[config.mk]
export PLATFORM = sky130hd
export DESIGN_NAME = ddsm_ctrl
export DESIGN_NICKNAME = d
export VERILOG_FILES = /design/src/rtl/ddsm_ctrl.v
export VERILOG_INCLUDE_DIRS = /design/src /design/src/rtl
export SDC_FILE = /design/constraint.sdc
export NUM_CORES = 1
export LEC_CHECK = 0
export BUFFER_PORTS_ARGS = -buffer_cell sky130_fd_sc_hd__buf_2
export CAP_MARGIN = 20
export CORE_ASPECT_RATIO = 1.1
export CORE_MARGIN = 2
export CORE_UTILIZATION = 60
export DETAILED_ROUTE_END_ITERATION = 8
export GPL_TIMING_DRIVEN = 0
export PLACE_DENSITY = 0.82
export SLEW_MARGIN = 20
export SYNTH_ARGS = -nofsm -noshare
export SYNTH_HDL_FRONTEND = slang
export SYNTH_SLANG_ARGS = --single-unit
[constraint.sdc]
create_clock -name pclk -period 3.9 [get_ports pclk]
set_input_delay 0.585 -clock pclk [delete_from_list [all_inputs] [get_ports pclk]]
set_output_delay 0.585 -clock pclk [all_outputs]
set_load 0.005 [all_outputs]
[src/rtl/ddsm_map.vh]
// register map, field positions and reset values of the dds mode control bank
// included by the control bank module; definitions only
`ifndef DDSM_MAP_VH
`define DDSM_MAP_VH

// register indices, byte address is four times the index
`define DDSM_IDX_CTRL 6'h00
`define DDSM_IDX_TUNE2 6'h06
`define DDSM_IDX_FALL 6'h07
`define DDSM_IDX_RISE 6'h08
`define DDSM_IDX_FALL_HI 6'h10
`define DDSM_IDX_RISE_HI 6'h11
`define DDSM_IDX_STATUS 6'h12

// first_function_control fields
`define DDSM_CTRL_RAM_EN 31
`define DDSM_CTRL_RAM_DEST 30
`define DDSM_CTRL_IPC_MSB 29
`define DDSM_CTRL_IPC_LSB 27
`define DDSM_CTRL_RAMP_LOAD 26
`define DDSM_CTRL_KEY_EN 25
`define DDSM_CTRL_KEY_AUTO 24
`define DDSM_CTRL_AUTO_SYNC 23
`define DDSM_CTRL_MASK 32'hFF80_0000

// sweep control word fields
`define DDSM_SW_DELTA_MSB 31
`define DDSM_SW_RATE_MSB 39
`define DDSM_SW_RATE_LSB 32

// status word fields
`define DDSM_ST_RAM 0
`define DDSM_ST_PHASE 1
`define DDSM_ST_KEY 2
`define DDSM_ST_KEY_AUTO 3
`define DDSM_ST_SYNC 4
`define DDSM_ST_PROF_LSB 5
`define DDSM_ST_PROF_MSB 6
`define DDSM_ST_LOOP 7
`define DDSM_ST_TMR_LSB 8

// word alignment of the byte address
`define DDSM_ALIGN_OK 2'h0

// reset values
`define DDSM_RST_CTRL 32'h0000_0000
`define DDSM_RST_WORD 32'h0000_0000
`define DDSM_RST_SWEEP 40'h00_0000_0000

// amplitude ramp timer
`define DDSM_TMR_TIMEOUT 8'h01
`define DDSM_TMR_ZERO 8'h00
`define DDSM_TMR_STEP 8'h01

// profile loop
`define DDSM_IPC_OFF 3'h0
`define DDSM_PROF_LAST 2'h3
`define DDSM_PROF_FIRST 2'h0
`define DDSM_PROF_STEP 2'h1

`endif

[src/rtl/ddsm_ctrl.v]
// dds mode control bank: first_function_control mode bits, second tuning word
// and the two sweep control words, reached over apb, with decoded mode outputs
// assumes pclk domain logic for segment_done and ramp_rate; pins are asynchronous
//
// What this block does
// - ram enable at 0 (reset) keeps the ram idle and selects single tone or sweep.
// - ram enable at 1 puts the ram in use under the current profile's segment word.
// - the ram destination bit has no effect while ram enable is clear.
// - with ram on, destination 0 feeds the tuning word path, 1 the phase offset path.
// - a nonzero internal profile field with ram on makes the active profile ignore profile pins and loop.
// - reload bit 0 reloads the amplitude ramp timer only when it reaches one.
// - reload bit 1 also reloads the amplitude ramp timer on an io update.
// - keying enable 0 bypasses shaped keying, 1 applies it to the amplitude.
// - the automatic keying bit has no effect while keying enable is clear.
// - with keying on, automatic bit 0 is manual keying and 1 is auto ramped.
// - the automatic sync bit at 1 enables multi-device sync, 0 disables it.
`timescale 1ns/1ns
`include "ddsm_map.vh"

module ddsm_ctrl #(
    parameter TMR_W = 8
) (
    input wire pclk, // apb clock, 50 mhz
    input wire presetn, // asynchronous reset, active low
    input wire psel, // apb select
    input wire penable, // apb access phase
    input wire pwrite, // apb direction, high for write
    input wire [7:0] paddr, // apb byte address
    input wire [31:0] pwdata, // apb write data
    output reg [31:0] prdata, // apb read data
    output reg pready, // apb ready
    output reg pslverr, // apb error for unmapped address
    input wire io_update_pin, // io update pin, asynchronous
    input wire [1:0] profile_pins, // external profile select pins, asynchronous
    input wire segment_done, // pulse from ram sequencer, next loop profile
    input wire [TMR_W-1:0] ramp_rate, // amplitude ramp rate reload value
    output reg ram_active, // ram in use
    output reg single_or_sweep, // ram idle, single tone or sweep mode
    output reg ram_to_freq, // ram output is the tuning word
    output reg ram_to_phase, // ram output is the phase offset word
    output reg [1:0] active_profile, // profile in effect
    output reg profile_loop, // internal profile loop running
    output reg keying_active, // shaped keying applied to amplitude
    output reg keying_manual, // manual keying
    output reg keying_auto, // automatically ramped keying
    output reg amp_tick, // one-cycle pulse on ramp timer timeout
    output reg auto_sync, // multi-device automatic sync enabled
    output reg [31:0] second_tuning_word, // second frequency tuning word
    output reg [31:0] sweep_delta, // selected delta frequency word
    output reg [7:0] sweep_rate // selected sweep ramp rate
);

    reg [31:0] ctrl_q;
    reg [31:0] tune2_q;
    reg [39:0] fall_q;
    reg [39:0] rise_q;
    reg upd_s1_q;
    reg upd_s2_q;
    reg upd_s3_q;
    reg [1:0] prof_s1_q;
    reg [1:0] prof_s2_q;
    reg [1:0] loop_q;
    reg [TMR_W-1:0] tmr_q;
    reg [31:0] rd_d;
    reg hit_d;
    reg [1:0] loop_d;
    reg [TMR_W-1:0] tmr_d;
    reg [31:0] status_d;
    reg ready_d;
    reg err_d;
    reg [31:0] rdata_d;
    reg [31:0] delta_d;
    reg [7:0] rate_d;

    wire setup = psel & ~penable;
    wire wr_en = psel & penable & pready & pwrite;
    wire [5:0] idx = paddr[7:2];
    wire aligned = (paddr[1:0] == `DDSM_ALIGN_OK);
    // edge taken past the second flop, so only settled levels reach the timer
    wire upd_edge = upd_s2_q & ~upd_s3_q;

    wire ram_en = ctrl_q[`DDSM_CTRL_RAM_EN];
    wire [2:0] ipc = ctrl_q[`DDSM_CTRL_IPC_MSB:`DDSM_CTRL_IPC_LSB];
    wire loop_on = ram_en & (ipc != `DDSM_IPC_OFF);
    wire [1:0] loop_last = ipc[2] ? `DDSM_PROF_LAST : ipc[1:0];
    wire keying_en = ctrl_q[`DDSM_CTRL_KEY_EN];
    wire keying_auto_on = keying_en & ctrl_q[`DDSM_CTRL_KEY_AUTO];
    wire tmr_out = (tmr_q == `DDSM_TMR_TIMEOUT);
    wire tmr_reload = tmr_out | (ctrl_q[`DDSM_CTRL_RAMP_LOAD] & upd_edge);
    wire [1:0] prof_d = loop_on ? loop_d : prof_s2_q;

    // register read decode
    always @* begin
        rd_d = 32'h0000_0000;
        hit_d = aligned;
        case (idx)
            `DDSM_IDX_CTRL: begin
                rd_d = ctrl_q;
            end
            `DDSM_IDX_TUNE2: begin
                rd_d = tune2_q;
            end
            `DDSM_IDX_FALL: begin
                rd_d = fall_q[`DDSM_SW_DELTA_MSB:0];
            end
            `DDSM_IDX_RISE: begin
                rd_d = rise_q[`DDSM_SW_DELTA_MSB:0];
            end
            `DDSM_IDX_FALL_HI: begin
                rd_d = {24'h00_0000, fall_q[`DDSM_SW_RATE_MSB:`DDSM_SW_RATE_LSB]};
            end
            `DDSM_IDX_RISE_HI: begin
                rd_d = {24'h00_0000, rise_q[`DDSM_SW_RATE_MSB:`DDSM_SW_RATE_LSB]};
            end
            `DDSM_IDX_STATUS: begin
                rd_d = status_d;
            end
            default: begin
                hit_d = 1'b0;
            end
        endcase
    end

    // status word: read-only snapshot of the decoded modes and the ramp timer
    always @* begin
        status_d = `DDSM_RST_WORD;
        status_d[`DDSM_ST_RAM] = ram_active;
        status_d[`DDSM_ST_PHASE] = ram_to_phase;
        status_d[`DDSM_ST_KEY] = keying_active;
        status_d[`DDSM_ST_KEY_AUTO] = keying_auto;
        status_d[`DDSM_ST_SYNC] = auto_sync;
        status_d[`DDSM_ST_PROF_MSB:`DDSM_ST_PROF_LSB] = active_profile;
        status_d[`DDSM_ST_LOOP] = loop_on;
        status_d[`DDSM_ST_TMR_LSB +: TMR_W] = tmr_q;
    end

    // apb answer: ready one cycle after setup, read data only in that cycle
    always @* begin
        ready_d = 1'b0;
        err_d = 1'b0;
        rdata_d = `DDSM_RST_WORD;
        if (setup) begin
            ready_d = 1'b1;
            // unmapped or misaligned: error with zero data, write dropped
            err_d = ~hit_d;
            if (!pwrite && hit_d) begin
                rdata_d = rd_d;
            end
        end
    end

    // apb slave: ready one cycle after setup, write at the access edge
    always @(posedge pclk or negedge presetn) begin
        if (!presetn) begin
            pready <= 1'b0;
            pslverr <= 1'b0;
            prdata <= `DDSM_RST_WORD;
        end else begin
            pready <= ready_d;
            pslverr <= err_d;
            prdata <= rdata_d;
        end
    end

    // register writes; status and unmapped indices ignore writes
    always @(posedge pclk or negedge presetn) begin
        if (!presetn) begin
            ctrl_q <= `DDSM_RST_CTRL;
            tune2_q <= `DDSM_RST_WORD;
            fall_q <= `DDSM_RST_SWEEP;
            rise_q <= `DDSM_RST_SWEEP;
        end else if (wr_en && aligned) begin
            case (idx)
                `DDSM_IDX_CTRL: begin
                    ctrl_q <= pwdata & `DDSM_CTRL_MASK;
                end
                `DDSM_IDX_TUNE2: begin
                    tune2_q <= pwdata;
                end
                `DDSM_IDX_FALL: begin
                    fall_q[`DDSM_SW_DELTA_MSB:0] <= pwdata;
                end
                `DDSM_IDX_RISE: begin
                    rise_q[`DDSM_SW_DELTA_MSB:0] <= pwdata;
                end
                // high words keep only the rate byte; upper bits read back as zero
                `DDSM_IDX_FALL_HI: begin
                    fall_q[`DDSM_SW_RATE_MSB:`DDSM_SW_RATE_LSB] <= pwdata[7:0];
                end
                `DDSM_IDX_RISE_HI: begin
                    rise_q[`DDSM_SW_RATE_MSB:`DDSM_SW_RATE_LSB] <= pwdata[7:0];
                end
                `DDSM_IDX_STATUS: begin
                    // read-only; a write is dropped without an error
                    ctrl_q <= ctrl_q;
                end
                default: begin
                    ctrl_q <= ctrl_q;
                end
            endcase
        end
    end

    // pin synchronisers
    always @(posedge pclk or negedge presetn) begin
        if (!presetn) begin
            upd_s1_q <= 1'b0;
            upd_s2_q <= 1'b0;
            upd_s3_q <= 1'b0;
            prof_s1_q <= 2'h0;
            prof_s2_q <= 2'h0;
        end else begin
            upd_s1_q <= io_update_pin;
            upd_s2_q <= upd_s1_q;
            upd_s3_q <= upd_s2_q;
            prof_s1_q <= profile_pins;
            prof_s2_q <= prof_s1_q;
        end
    end

    // internal profile loop step
    always @* begin
        loop_d = loop_q;
        if (!loop_on) begin
            loop_d = `DDSM_PROF_FIRST;
        end else if (segment_done) begin
            // a counter already past the last index wraps too, so it never strands
            if (loop_q >= loop_last) begin
                loop_d = `DDSM_PROF_FIRST;
            end else begin
                loop_d = loop_q + `DDSM_PROF_STEP;
            end
        end
    end

    // amplitude ramp timer, runs only in auto ramped keying
    always @* begin
        tmr_d = tmr_q;
        if (!keying_auto_on) begin
            tmr_d = ramp_rate;
        end else if (tmr_reload) begin
            tmr_d = ramp_rate;
        end else if (tmr_q != `DDSM_TMR_ZERO) begin
            tmr_d = tmr_q - `DDSM_TMR_STEP;
        end
    end

    always @(posedge pclk or negedge presetn) begin
        if (!presetn) begin
            loop_q <= `DDSM_PROF_FIRST;
            tmr_q <= `DDSM_TMR_ZERO;
            amp_tick <= 1'b0;
        end else begin
            loop_q <= loop_d;
            tmr_q <= tmr_d;
            // rate 1 holds the timer at one, so the tick then fires every cycle
            amp_tick <= keying_auto_on & tmr_out;
        end
    end

    // sweep word picked by the synchronised profile low bit
    always @* begin
        delta_d = fall_q[`DDSM_SW_DELTA_MSB:0];
        rate_d = fall_q[`DDSM_SW_RATE_MSB:`DDSM_SW_RATE_LSB];
        if (prof_s2_q[0]) begin
            delta_d = rise_q[`DDSM_SW_DELTA_MSB:0];
            rate_d = rise_q[`DDSM_SW_RATE_MSB:`DDSM_SW_RATE_LSB];
        end
    end

    // decoded mode outputs; each lags a register write by one cycle
    always @(posedge pclk or negedge presetn) begin
        if (!presetn) begin
            ram_active <= 1'b0;
            single_or_sweep <= 1'b1;
            ram_to_freq <= 1'b0;
            ram_to_phase <= 1'b0;
            active_profile <= 2'h0;
            profile_loop <= 1'b0;
            keying_active <= 1'b0;
            keying_manual <= 1'b0;
            keying_auto <= 1'b0;
            auto_sync <= 1'b0;
            second_tuning_word <= `DDSM_RST_WORD;
            sweep_delta <= `DDSM_RST_WORD;
            sweep_rate <= 8'h00;
        end else begin
            ram_active <= ram_en;
            single_or_sweep <= ~ram_en;
            ram_to_freq <= ram_en & ~ctrl_q[`DDSM_CTRL_RAM_DEST];
            ram_to_phase <= ram_en & ctrl_q[`DDSM_CTRL_RAM_DEST];
            active_profile <= prof_d;
            profile_loop <= loop_on;
            keying_active <= keying_en;
            keying_manual <= keying_en & ~ctrl_q[`DDSM_CTRL_KEY_AUTO];
            keying_auto <= keying_auto_on;
            auto_sync <= ctrl_q[`DDSM_CTRL_AUTO_SYNC];
            second_tuning_word <= tune2_q;
            sweep_delta <= delta_d;
            sweep_rate <= rate_d;
        end
    end

endmodule // ddsm_ctrl

==> reports/results.ini <==
[floorplan]
core_mm2 = 0.01625
row_count = 49
io_pins = 175
start_util_pct = 60.83
die_y_um = 138.6
die-area_mm2 = 0.01752
die_x_um = 126.4

[placed_design]
port_buffers = 171
dp_hpwl_um = 16290
dp_cells = 1047
gp_congestion = 0.8441

[timing]
fmax_mhz = 417.5
rsz0062_at_grt = false
layout_min_cycle_time_ns = 2.395
relSlewSlack_pct = 43.12
finalSetupViolCount = 0
setup_tns_ns = 0
fin_worst_skew_ns = 0.01013
tightest_slew_ns = 0.8510
fin_crit_sh_pct = 61.42
hold_violations = 0
slew_viol_final = 0

[power_and_ir_drop]
ir_drop_v = 0.0003771
power_density_mw_per_mm2 = 429.2
power_leakage_uw = 0.006169

[synthesis]
yosysSeqAreaShare_pct = 64.83
synth_area_leaders = dfrtp_1 65%, mux2_2 19%, a222oi_1 2.4%
synthCells = 670
synth_edf_count = 0
synth_area_mm2 = 0.009883
dominantRegCellSynth = dfrtp_1
synthMostInstantiatedCell = dfrtp_1
ys_warn_count = 0
synth_top_cell_by_area = dfrtp_1
synth_common_cells = 255 x dfrtp_1, 164 x mux2_2, 33 x nor2_1, 30 x a21oi_1, 24 x a222oi_1
async_flop_share_pct = 100.0
syn_avg_cell_area_um2 = 14.75
synth_nets = 732
ys_ff_latch = 256
yosysTopAreaCellShare_pct = 64.57
ys_types = 48

[routing]
drt_first_pass_iters = 6
drc = 0
wirelength_um = 24580
antenna_left = 0
initialDrtViolationCount = 455
num_vias = 6600
wl_per_cell_um = 22.49
avgViaCountPerCell = 6.038

[worst_setup_path]
reg2reg_depth = 6
cp_slowest_cell = buf_2
reg2reg_to = fall_q[11]
cp_common_cell = buf_2
crit_path_end_kind = flip-flop
cp_max_fo = 10
crit_chain = nand4_1 > or3_1 > buf_2 > nor2_1 > buf_2 > mux2_2
start_kind = flip-flop
r2r-start = pready
crit_required_ns = 4.28
crit_type = reg2reg
cp.arrival_ns = 2.78
max_stage_delay_ns = 0.41
r2r_slack_ns = 1.50

[min_path]
hp-start = profile_pins[1]
hp-class = in2reg
min_to = prof_s1_q[1]
hold-path-cell-count = 1

[clock_network]
cts_tree = built
clock-sinks = 256
cts_buffer_depth = 3
cts_resized = 0
cts.clk_slew.worst_paths_ns = 0.06
cts_buffers = 25
cts_htree_levels = 1
cts_setup_buffers = 0
cts_hold_buf = 1
root_buffer = clkbuf_16
worst_skew_pair.late_latency_ns = 0.51

[layout]
fillers = 1039
nets = 933
multiInputGateArea_mm2 = 0.003277
finish.utilization_pct = 72.79
seqCellArea_mm2 = 0.006407
area_delta_synth_final_pct = 19.66
stdcell_count = 1093
drive_gt1_share_pct = 45.59

[grt]
grt_pass1_vias = 6929
overflow = 0
grt_use_total_pct = 27.98
antenna_found_initial = 6
grt_pass1_wl_um = 38270
grt_max_degree = 107

[run_status]
status = completed

[run]
drv_cap = 0

cells by family after synthesis:
kind of cell | after synthesis | share of synthesized area (%)
flops | 256 | 64.83
xor+xnor | 5 | 0.4431
fa+ha+maj | 5 | 0.6330
compound gates | 88 | 6.305
simple gates | 95 | 5.659
buf+inv | 44 | 2.076
mux | 177 | 20.05
metal layers:
layer	up-vias	track usage, %	part of all wire, %
li1	2833	-	-
met1	3393	35.47	38
met2	300	47.00	51
met3	72	4.977	6.3
met4	2	13.24	4.3
met5	-	0	0.041
layout by cell type (no fill, tap or decap), types with 5 or more instances in the layout:
cell	count
o21ai_0	10
clkbuf_16	25
inv_1	8
clkbuf_1	19
nand2_1	15
clkinv_2	5
nor2_1	33
buf_2	187
a21oi_1	30
mux2_2	164
a22oi_1	16
dfrtp_1	255
diode_2	5
and2_1	8
clkbuf_8	5
a222oi_1	24
ha_1	5
mux2i_1	9
state kept, by name, summed over array words and instances, names as in the netlist, 2 cells and up:
name and count:
loop_q 2, tmr_q 8, tune2_q 32, rise_q 40, prof_s1_q 2, sweep_rate 8, active_profile 2, prof_s2_q 2
sweep_delta 32, ctrl_q 9, fall_q 40, prdata 32, second_tuning_word 32
through the flow:
stage          power [uW]  hold slack (ns)  setup WS [ns]  cell area, um2
2_1_floorplan        2795           0.2894          1.671            9883
3_3_place_gp         2908           0.3323         -1.779           10990
3_5_place_dp         2927           0.3434          1.216           11070
4_1_cts              5109           0.1657          1.544           11810
5_1_grt              5224           0.1764          1.416           11830
6_report             5076           0.1798          1.505           11830
report_power, final:
| group | internal, uW | leakage (uW) | total (uW) | switching, uW |
|---|---|---|---|---|
| Sequential | 2680 | 0.00353 | 2690 | 16.1 |
| Combinational | 64.9 | 0.00227 | 188 | 123 |
| Clock | 1260 | 0.000370 | 2200 | 937 |
| Total | 4000 | 0.00617 | 5080 | 1080 |
area by class of cell:
class	instances	area share, %
sequential	256	54.18
multi-input combinational	370	27.71
timing repair buffer	174	7.871
clock buffer	35	6.030
tap	204	2.158
buffer	36	1.481
inverter	8	0.2539
clock inverter	5	0.2116
antenna	5	0.1058
how the worst max path moves through the flow:
stage,start,endpoint,slack [ns],depth (start not counted)
after floorplan,paddr[5],tune2_q[21],1.67,5
after global placement,presetn,second_tuning_word[16],-1.78,1
after detailed placement,pwrite,tune2_q[20],1.22,7
after CTS,pready,tune2_q[22],1.54,6
after global routing,pready,fall_q[17],1.42,6
final,pready,fall_q[11],1.50,6
worst max-delay path, delay by kind of cell, from the launching register on:
kind	cells	cell delay (ns)
buffers and inverters	2	0.60
flip-flops	1	0.34
multiplexers	1	0.38
AND/OR/NAND/NOR	3	0.94
(Power assumes the default switching activity.)
